--- src/verilog/burner_regs_consts.svh ---
// Offsets, field positions, reset values and timing for the burner register slice.
// Assumes a 25 MHz system clock and word-addressed register offsets.
`ifndef BURNER_REGS_CONSTS_SVH
`define BURNER_REGS_CONSTS_SVH

`define ADDR_CMD_STATUS 16'h0054
`define ADDR_POST_PURGE 16'h0066
`define ADDR_PROVING_CFG 16'h0067
`define ADDR_PROVING_OPT 16'h0068
`define ADDR_PROVING_SEC 16'h0069
`define ADDR_TERM_LO 16'h006a
`define ADDR_TERM_HI 16'h006b
`define ADDR_UNUSED_FIRST 16'h006c
`define ADDR_UNUSED_LAST 16'h007e
`define ADDR_REMOTE_CMD 16'h007f

`define CMD_BIT_AUTO 0
`define CMD_BIT_OFF 1
`define CMD_BIT_HIGH 2
`define CMD_BIT_LOW 3
`define CMD_BIT_RESET 4
`define CMD_BIT_ECHO 15

`define TERM_RUN_TEST 0
`define TERM_FAN 5
`define TERM_ALARM 24
`define TERM_MODULATE 25
`define TERM_RESET 26
`define TERM_SAFETY_RELAY 27
`define TERM_FLAME_INTERLOCK 28
`define TERM_SECOND_MAIN_VALVE 29

`define PROVING_MAX_CODE 16'h0004
`define RESET_WORD 16'h0000

`define CLOCK_HZ 25000000
`define REFRESH_TIME_S 120

`endif

--- src/verilog/burner_regs_pkg.sv ---
// Types for the burner status and remote command register slice.
// Assumes the constants header is included by users that need numbers.
package burner_regs_pkg;

  typedef enum logic [3:0] {
    MODE_AUTO = 4'b0001,
    MODE_OFF = 4'b0010,
    MODE_HIGH = 4'b0100,
    MODE_LOW = 4'b1000
  } mode_t;

  typedef struct packed {
    logic [15:0] post_purge_seconds;
    logic [15:0] valve_proving_config;
    logic [15:0] proving_option_word;
    logic [15:0] valve_proving_seconds;
    logic [31:0] terminal_state_word;
  } ctl_status_t;

  typedef struct packed {
    logic wr_en;
    logic rd_en;
    logic [15:0] addr;
    logic [15:0] wdata;
  } reg_req_t;

  typedef struct packed {
    mode_t mode;
    logic [31:0] refresh_count;
    logic echo;
    logic reset_sent;
    logic reset_pulse;
    logic rd_valid;
    logic [15:0] rd_data;
  } state_t;

endpackage : burner_regs_pkg

--- src/verilog/burner_status_remote_command_regs.sv ---
// Register slice: burner controller status mirror and remote command word.
// Assumes a single clock, synchronous active-low reset, word-addressed access.
`timescale 1ns/1ns
`include "burner_regs_consts.svh"

module burner_status_remote_command_regs #(
  parameter logic [31:0] REFRESH_CYCLES = 32'(64'(`REFRESH_TIME_S) * 64'(`CLOCK_HZ))
) (
  input wire logic i_clock,
  input wire logic i_rst_n,
  input wire burner_regs_pkg::reg_req_t i_req,
  input wire burner_regs_pkg::ctl_status_t i_ctl,
  output logic o_rd_valid,
  output logic [15:0] o_rd_data,
  output burner_regs_pkg::mode_t o_mode,
  output logic o_remote_reset
);

  // ----------------------------------------------------------------
  // Parameter check
  // ----------------------------------------------------------------
  // A count below 2 leaves no cycle between load and lapse
  if (REFRESH_CYCLES < 32'd2) begin : g_bad_refresh
    $error("REFRESH_CYCLES must be at least 2");
  end

  // ----------------------------------------------------------------
  // Helpers
  // ----------------------------------------------------------------
  function automatic logic low_byte_one_hot(input logic [15:0] w);
    logic [7:0] b;
    b = w[7:0];
    return (b != 8'h00) && ((b & (b - 8'h01)) == 8'h00) && (b[7:5] == 3'h0);
  endfunction : low_byte_one_hot

  function automatic logic [15:0] proving_code(input logic [15:0] raw);
    return (raw > `PROVING_MAX_CODE) ? 16'h0000 : raw;
  endfunction : proving_code

  burner_regs_pkg::state_t s_q;
  burner_regs_pkg::state_t s_d;
  logic cmd_write;
  logic cmd_valid;
  logic reset_cmd;

  assign cmd_write = i_req.wr_en && (i_req.addr == `ADDR_REMOTE_CMD);
  assign cmd_valid = cmd_write && low_byte_one_hot(i_req.wdata);
  assign reset_cmd = cmd_valid && (i_req.wdata[7:0] == 8'h10);

  // ----------------------------------------------------------------
  // Next state
  // ----------------------------------------------------------------
  always_comb begin
    s_d = s_q;
    s_d.reset_pulse = 1'b0;
    s_d.rd_valid = i_req.rd_en;
    // Commanded states hold only while refreshed
    if (s_q.mode != burner_regs_pkg::MODE_AUTO) begin
      if (s_q.refresh_count == 32'h0000_0000) begin
        s_d.mode = burner_regs_pkg::MODE_AUTO;
      end else begin
        s_d.refresh_count = s_q.refresh_count - 32'h0000_0001;
      end
    end
    // Only the command offset is writable; everything else falls through
    if (cmd_write) begin
      s_d.echo = i_req.wdata[`CMD_BIT_ECHO];
    end
    if (cmd_valid) begin
      // Bits 15:8 other than the echo are never looked at
      case (i_req.wdata[7:0])
        8'h01: begin
          s_d.mode = burner_regs_pkg::MODE_AUTO;
          s_d.reset_sent = 1'b0;
        end
        8'h02: begin
          s_d.mode = burner_regs_pkg::MODE_OFF;
          s_d.refresh_count = REFRESH_CYCLES - 32'h0000_0001;
          s_d.reset_sent = 1'b0;
        end
        8'h04: begin
          s_d.mode = burner_regs_pkg::MODE_HIGH;
          s_d.refresh_count = REFRESH_CYCLES - 32'h0000_0001;
          s_d.reset_sent = 1'b0;
        end
        8'h08: begin
          s_d.mode = burner_regs_pkg::MODE_LOW;
          s_d.refresh_count = REFRESH_CYCLES - 32'h0000_0001;
          s_d.reset_sent = 1'b0;
        end
        8'h10: begin
          s_d.reset_pulse = 1'b1;
          s_d.reset_sent = 1'b1;
        end
        default: begin
        end
      endcase
    end
    // Read mux; unused and unmapped offsets read as zero
    s_d.rd_data = 16'h0000;
    if (i_req.rd_en) begin
      case (i_req.addr)
        `ADDR_CMD_STATUS: begin
          s_d.rd_data = {s_q.echo, 10'h000, s_q.reset_sent, s_q.mode[3:1], 1'b0};
        end
        `ADDR_POST_PURGE: begin
          s_d.rd_data = i_ctl.post_purge_seconds;
        end
        `ADDR_PROVING_CFG: begin
          s_d.rd_data = proving_code(i_ctl.valve_proving_config);
        end
        `ADDR_PROVING_OPT: begin
          s_d.rd_data = i_ctl.proving_option_word;
        end
        `ADDR_PROVING_SEC: begin
          s_d.rd_data = i_ctl.valve_proving_seconds;
        end
        `ADDR_TERM_LO: begin
          s_d.rd_data = i_ctl.terminal_state_word[15:0];
        end
        `ADDR_TERM_HI: begin
          s_d.rd_data = i_ctl.terminal_state_word[31:16];
        end
        `ADDR_REMOTE_CMD: begin
          s_d.rd_data = {s_q.echo, 10'h000, s_q.reset_sent, s_q.mode[3:1], s_q.mode[0]};
        end
        default: begin
          s_d.rd_data = 16'h0000;
        end
      endcase
    end
  end

  always_ff @(posedge i_clock) begin
    if (!i_rst_n) begin
      s_q.mode <= burner_regs_pkg::MODE_AUTO;
      s_q.refresh_count <= 32'h0000_0000;
      s_q.echo <= 1'b0;
      s_q.reset_sent <= 1'b0;
      s_q.reset_pulse <= 1'b0;
      s_q.rd_valid <= 1'b0;
      s_q.rd_data <= `RESET_WORD;
    end else begin
      s_q <= s_d;
    end
  end

  // ----------------------------------------------------------------
  // Outputs
  // ----------------------------------------------------------------
  assign o_rd_valid = s_q.rd_valid;
  assign o_rd_data = s_q.rd_data;
  assign o_mode = s_q.mode;
  assign o_remote_reset = s_q.reset_pulse;

  // ----------------------------------------------------------------
  // Checks
  // ----------------------------------------------------------------
  chk_proving_seconds: assert property (@(posedge i_clock) disable iff (!i_rst_n)
    i_req.rd_en && i_req.addr == `ADDR_PROVING_SEC |=> o_rd_data == $past(i_ctl.valve_proving_seconds))
    else $error("proving seconds readback wrong");

  chk_proving_code: assert property (@(posedge i_clock) disable iff (!i_rst_n)
    i_req.rd_en && i_req.addr == `ADDR_PROVING_CFG |=> o_rd_data <= 16'h0004)
    else $error("proving config out of range");

  chk_proving_passthru: assert property (@(posedge i_clock) disable iff (!i_rst_n)
    i_req.rd_en && i_req.addr == `ADDR_PROVING_CFG && i_ctl.valve_proving_config <= 16'h0004
    |=> o_rd_data == $past(i_ctl.valve_proving_config))
    else $error("proving config code altered");

  chk_terminal_word: assert property (@(posedge i_clock) disable iff (!i_rst_n)
    i_req.rd_en && i_req.addr == `ADDR_TERM_HI |=> o_rd_data == $past(i_ctl.terminal_state_word[31:16]))
    else $error("terminal high word wrong");

  chk_terminal_low: assert property (@(posedge i_clock) disable iff (!i_rst_n)
    i_req.rd_en && i_req.addr == `ADDR_TERM_LO |=> o_rd_data == $past(i_ctl.terminal_state_word[15:0]))
    else $error("terminal low word wrong");

  chk_unused_zero: assert property (@(posedge i_clock) disable iff (!i_rst_n)
    i_req.rd_en && i_req.addr >= `ADDR_UNUSED_FIRST && i_req.addr <= `ADDR_UNUSED_LAST |=> o_rd_data == 16'h0000)
    else $error("unused offset not zero");

  chk_high_fire: assert property (@(posedge i_clock) disable iff (!i_rst_n)
    cmd_write && i_req.wdata[7:0] == 8'h04 |=> o_mode == burner_regs_pkg::MODE_HIGH)
    else $error("high fire not taken");

  chk_auto_clear: assert property (@(posedge i_clock) disable iff (!i_rst_n)
    cmd_write && i_req.wdata[7:0] == 8'h01 |=> o_mode == burner_regs_pkg::MODE_AUTO)
    else $error("autonomous command not taken");

  chk_bad_command: assert property (@(posedge i_clock) disable iff (!i_rst_n)
    cmd_write && !cmd_valid && s_q.refresh_count != 32'h0000_0000 |=> $stable(o_mode) && !o_remote_reset)
    else $error("malformed command had effect");

  // Back-to-back reset commands may keep the pulse high for a second cycle
  chk_reset_pulse: assert property (@(posedge i_clock) disable iff (!i_rst_n)
    o_remote_reset |-> $past(reset_cmd) ##1 (o_remote_reset == $past(reset_cmd)))
    else $error("remote reset pulse wrong");

  chk_ignore_high: assert property (@(posedge i_clock) disable iff (!i_rst_n)
    cmd_write && i_req.wdata[7:0] == 8'h08 && i_req.wdata[14:8] != 7'h00 |=> o_mode == burner_regs_pkg::MODE_LOW)
    else $error("bits 8-14 not ignored");

  chk_echo_copy: assert property (@(posedge i_clock) disable iff (!i_rst_n)
    cmd_write |=> s_q.echo == $past(i_req.wdata[15]))
    else $error("echo bit not copied");

  chk_echo_readback: assert property (@(posedge i_clock) disable iff (!i_rst_n)
    i_req.rd_en && i_req.addr == `ADDR_CMD_STATUS |=> o_rd_data[15] == $past(s_q.echo))
    else $error("echo bit not reported");

  chk_refresh_load: assert property (@(posedge i_clock) disable iff (!i_rst_n)
    cmd_write && i_req.wdata[7:0] == 8'h02
    |=> o_mode == burner_regs_pkg::MODE_OFF && s_q.refresh_count == REFRESH_CYCLES - 32'h0000_0001)
    else $error("refresh count not loaded");

  chk_lapse_auto: assert property (@(posedge i_clock) disable iff (!i_rst_n)
    o_mode != burner_regs_pkg::MODE_AUTO && s_q.refresh_count == 32'h0000_0000 && !cmd_write
    |=> o_mode == burner_regs_pkg::MODE_AUTO)
    else $error("commanded state outlived refresh");

  chk_ro_write: assert property (@(posedge i_clock) disable iff (!i_rst_n)
    i_req.wr_en && i_req.addr != `ADDR_REMOTE_CMD && s_q.refresh_count != 32'h0000_0000
    |=> $stable(o_mode) && $stable(s_q.echo) && !o_remote_reset)
    else $error("write to read-only offset had effect");

endmodule : burner_status_remote_command_regs
--- config.mk ---
export PLATFORM = sky130hd
export DESIGN_NAME = burner_status_remote_command_regs
export DESIGN_NICKNAME = d
export VERILOG_FILES = /design/src/verilog/burner_regs_pkg.sv /design/src/verilog/burner_status_remote_command_regs.sv
export VERILOG_INCLUDE_DIRS = /design/src /design/src/verilog
export SDC_FILE = /design/constraint.sdc
export NUM_CORES = 1
export LEC_CHECK = 0
export BUFFER_PORTS_ARGS = -buffer_cell sky130_fd_sc_hd__clkbuf_2
export CAP_MARGIN = 40
export CORE_AREA = 2 2 88 90
export DETAILED_ROUTE_END_ITERATION = 16
export DIE_AREA = 0 0 90 92
export GPL_TIMING_DRIVEN = 0
export PLACE_DENSITY_LB_ADDON = 0.25
export RECOVER_POWER = 50
export SLEW_MARGIN = 5
export SYNTH_ARGS = -nofsm -noshare
export SYNTH_HDL_FRONTEND = slang
export SYNTH_SLANG_ARGS = --single-unit
--- constraint.sdc ---
create_clock -name i_clock -period 2.6 [get_ports i_clock]
set_clock_uncertainty 0.2 [all_clocks]
set_input_delay 0.13 -clock i_clock [delete_from_list [all_inputs] [get_ports i_clock]]
set_output_delay 0.13 -clock i_clock [all_outputs]
set_load 0.02 [all_outputs]
### Yosys cells after proc, flatten, opt, wreduce, memory -nomap -nowiden

Cells that the tools add are included.

| word-level totals | value |
|---|---|
| flip-flop bits (word level) | 56 |
| bits in latches | 0 |
| RAM bits | 0 |
| memory bits (read-only) | 0 |
| input bits | 132 |
| output and inout port bits | 22 |
| word-level logic and storage cells | 49 |
| memories kept | 0 |

| cells by class | value |
|---|---|
| $add $sub $neg | 2 |
| $mul | 0 |
| divide/modulo/power cells | 0 |
| magnitude comparators | 1 |
| eq/ne operators | 14 |
| shifts and indexed selects | 0 |
| mux-type cells | 10 |
| bitwise logic cells | 1 |
| reductions and logical operators | 14 |

Operators with widths:

| operator | count |
|---|---|
| equality test 16 x 7 -> 1 bit, second input constant | 8 |
| one-hot mux 16 bit (8 select lines) | 1 |
| 2-to-1 mux 36 bit | 2 |
| 2-to-1 mux 32 bit | 2 |
| logical NOT 32 bit | 1 |
| subtractor 32 x 1 -> 32 bit, second input constant | 1 |
| greater-than comparator 16 x 3 -> 1 bit, second input constant | 1 |
| 2-to-1 mux 16 bit | 1 |
| one-hot mux 4 bit (4 select lines) | 1 |
| AND 8 bit | 1 |
| equality test 8 x 1 -> 1 bit, second input constant | 1 |
| equality test 8 x 2 -> 1 bit, second input constant | 1 |
| equality test 8 x 3 -> 1 bit, second input constant | 1 |
| equality test 8 x 4 -> 1 bit, second input constant | 1 |
| equality test 8 x 5 -> 1 bit, second input constant | 1 |
| logical NOT 8 bit | 1 |
| nonzero test 8 bit | 1 |
| subtractor 8 x 1 -> 8 bit, second input constant | 1 |
| AND reduction 2 bit | 3 |
| logical AND 1 bit | 4 |
| 2-to-1 mux 4 bit | 1 |
| inequality test 4 x 1 -> 1 bit, second input constant | 1 |
| OR reduction 4 bit | 1 |
| logical NOT 3 bit | 1 |
| other kinds (4) | 4 |

### Longest topological paths before layout

| depth | value |
|---|---|
| depth in word-level cells | 7 |
| mapped depth | 9 |
| gate-level depth less buffers | 7 |

### Worst setup path before layout

OpenSTA, ideal clock, no wires.

| timing path | value |
|---|---|
| path kind | register to register |
| from | register s_q[20] (netlist bit) |
| to | register s_q[36] (netlist bit) |
| setup time | 0.071 ns |
| data arrival time | 2.017 ns |
| data required time | 2.329 ns |
| slack | 0.313 ns |
| stages on the path, launching flop included | 9 |
| buffers on the path | 1 |
| period minus slack after synthesis | 2.287 ns |
| cells stage by stage | dfxtp_1 -> inv_1 -> ha_1 -> nor3b_1 -> and2_0 -> clkbuf_1 -> nand3_1 -> or4_1 -> a21oi_1 |

| between the ends | value |
|---|---|
| word-level cells in the longest chain between the ends | 5 |
| elaborated cells between the ends (all ways) | 6 |
| classes of those cells | add/sub (1); mux (4); reduce/logical (1) |

RTL lines:

| element | line | source |
|---|---|---|
| from (decl) | burner_status_remote_command_regs.sv:40 | `burner_regs_pkg::state_t s_q;` |
| subtractor 32 x 1 -> 32 bit or logical NOT 32 bit (tied branches) | burner_status_remote_command_regs.sv:62, burner_status_remote_command_regs.sv:59 |  |
| 2-to-1 mux 32 bit * | burner_status_remote_command_regs.sv:59 | `if (s_q.refresh_count == 32'h0000_0000) begin` |
| 2-to-1 mux 36 bit * | burner_status_remote_command_regs.sv:58 | `if (s_q.mode != burner_regs_pkg::MODE_AUTO) begin` |
| 2-to-1 mux 32 bit | burner_status_remote_command_regs.sv:71 | `case (i_req.wdata[7:0])` |
| 2-to-1 mux 36 bit * | burner_status_remote_command_regs.sv:69 | `if (cmd_valid) begin` |

Every way passes the cells marked *; elsewhere a longest branch is shown, timed or not.
A chain may end at the register's enable or synchronous reset.

### Final worst setup path

| timing path | value |
|---|---|
| from | register s_q[30] (netlist bit) |
| to | register s_q[40] (netlist bit) |

The elaborated chain is that of the path after synthesis.

==> flow_summary.ini <==
[synthesis]
synth_nets = 513
yosys-top-cells-area = dfxtp_1 33%, mux4_2 9.2%, buf_4 4.6%
yosys.area.top_type = dfxtp_1
synth.cell_area_sq_um = 3436
synth_area_per_cell_sq_um = 9.065
synth_ff_type = dfxtp_1
yosys-top-cells-count = 56 x dfxtp_1, 22 x nand2_1, 22 x nor2_1, 21 x buf_4, 18 x or4_1
ys_seq_area_share_pct = 32.63
synth_most_common_cell = dfxtp_1
synth-async-reset-ratio_pct = 0
synth_cell_types = 59
yosysWarnings = 0
synth_top_area_share_pct = 32.63
synth-seq-cells = 56
synth_edf_count = 0
synth_cells = 379

[pwr]
p_leak_uw = 0.001913
power.density_nw_per_um2 = 340.2
vdd_ir_drop_max_mv = 0.2365
power_uw = 1595

[sta]
rsz0062_at_grt = false
setup_violations = 0
holdWs_ns = -0.003313
setup_tns_ns = 0
max_slew.worst_pin.slew_ns = 0.5847
layout_worst_path_cycle_share_pct = 94.02
relSlewSlack_pct = 61.02
slew_violations = 0
post-route-min-period_ns = 2.444
max_freq_mhz = 409.1
finalHoldViolations = 1

[global_routing]
grt_pass1_vias = 3609
grtUsageTotal_pct = 24.95
antenna_found_initial = 0
grt_max_degree = 17
grt_pass1_wl_mm = 16.98
grt_overflow = 0

[worst_setup_path]
path_cells = or4_4 -> nor3_4 -> buf_4 -> nand2_2 -> or4_1 -> a31oi_1
worst_setup_path_end_kind = flop
cpPeakStageDelay_ns = 0.57
cp_slowest_cell = or4_4
crit_type = reg2reg
required_ns = 2.63
worst-path-max-fanout = 8
worstPathArrival_ns = 2.48
crit_path_start_kind = flop

[place]
routabilityCongestion = 0.8706
post-dp-hpwl_mm = 8.046
port_buffers = 145

[detailed_routing]
ant_nets = 0
viasPerCell = 5.721
drt_first_pass_iters = 4
drt_wl_total_mm = 10.60
drt_iter0_drc = 202
drt-wirelength-per-cell_microns = 15.96
drcViolationCount = 0
vias = 3799

[clock_network]
cts-buffers-inserted = 5
htree_levels = 2
cts_tree = built
path_clk_slew_ns = 0.11
clockBufferDepth = 2
root_buffer = clkbuf_8
clk-insertion-delay-late_ns = 0.32
clock_sinks = 56

[floorplanning]
die_x_microns = 90
std_cell_rows = 32
coreArea_sq_um = 7447
die_area_sq_um = 8280
io-pin-count = 154
initial_core_util_pct = 46.14
die_y_microns = 92

[hold_path]
min_path_type = in2reg

[cells_and_area]
layout-area-overhead-vs-synth_pct = 36.49
antenna_cells = 0
fin_util_pct = 62.97
nets = 695
drive_gt1_share_pct = 35.41

[run]
timing.max_cap.violations = 0

[run_status]
status = complete, but fails checks
violations = hold timing
==> worst paths after layout <==
path / from / to / slack [ns] / cells past startpoint
max: s_q[30] / s_q[40] / 0.16 / 6
min: i_rst_n / o_mode[0] / -0.003 / 2
max reg2reg: s_q[30] / s_q[40] / 0.16 / 6
min reg2reg: s_q[18] / s_q[18] / 0.27 / 2
==> cell usage in the layout, fill, tap and decap left out, types with 3 or more instances in the layout <==
master	n
or4_1	18
and4_1	7
buf_1	3
or2_2	5
and4b_1	3
o21ai_0	10
a22oi_1	12
clkbuf_2	124
inv_1	6
o31ai_1	15
nor3_1	4
clkbuf_8	6
nor4_1	11
nand3_1	12
dlygate4sd3_1	26
clkbuf_1	32
nor4_2	6
nor2b_1	3
nor2_1	22
mux4_2	14
buf_2	4
buf_4	25
mux2i_1	6
a31oi_1	17
a21oi_1	16
or3_1	16
dfxtp_1	56
o41ai_1	3
nand4_1	5
nand2b_1	6
nand2_1	22
and2_0	3
a222oi_1	4
==> repair_timing <==
item / 4_1_cts / 5_1_grt
hold buffers: 26 / 0
pin swaps: 0 / 2
setup endpoints to repair: 2 / 31
buffers inserted: 0 / 4
resized for setup: 1 / 9
hold endpoints to repair: 20 / 0
==> per-layer routing <==
metal  wire length, microns  GRT usage, %  vias up
met5                      0             0        -
li1                       -             -     1851
met4                    194         8.333        0
met3                    647         4.191       17
met2                   5494         46.24      135
met1                   4264         29.16     1796
==> logic make-up after synthesis <==
kind of cell | count (synthesis) | synth area share (%)
muxes | 20 | 10.92
buffers and inverters | 46 | 7.866
AOI/OAI and AO/OA | 95 | 19.16
and+or+nand+nor | 158 | 28.19
DFF | 56 | 32.63
xor gates and xnor gates | 2 | 0.5099
adders and majority gates | 2 | 0.7282
==> area by class of cell <==
cell class,instances,area (sq um)
sequential,56,1121
fill,654,2758
inverter,6,22.52
clock buffer,7,86.33
multi-input combinational,277,2086
timing repair buffer,177,996.0
clock inverter,1,7.507
tap,102,127.6
buffer,38,242.7
==> report_power, final <==
part	internal, uW	leakage, uW	switching, uW	total, uW
sequential	858	0.000451	0.158	858
clock	218	0.0000445	293	511
combinational	137	0.00142	89.4	226
total	1210	0.00191	383	1600
==> critical path, delay by kind of cell, from the launching register on <==
| kind | cells | cell delay [ns] |
|---|---|---|
| compound gates | 1 | 0.19 |
| buf+inv | 1 | 0.17 |
| flops | 1 | 0.35 |
| simple gates | 4 | 1.44 |
==> registers in the layout, summed over array words and instances (netlist names) <==
name	flops
o_rd_data	16
o_remote_reset	1
s_q	34
o_rd_valid	1
o_mode	4
==> through the flow <==
stage	setup slack (ns)	instance area (sq um)	std cells
4_1_cts	0.01542	4653	662
3_5_place_dp	-0.02026	4298	628
3_3_place_gp	0.02614	4289	626
5_1_grt	0.01405	4690	664
2_1_floorplan	0.3126	3436	379
6_report	0.1556	4690	664
Note: power is estimated with default switching activity, not from simulation.
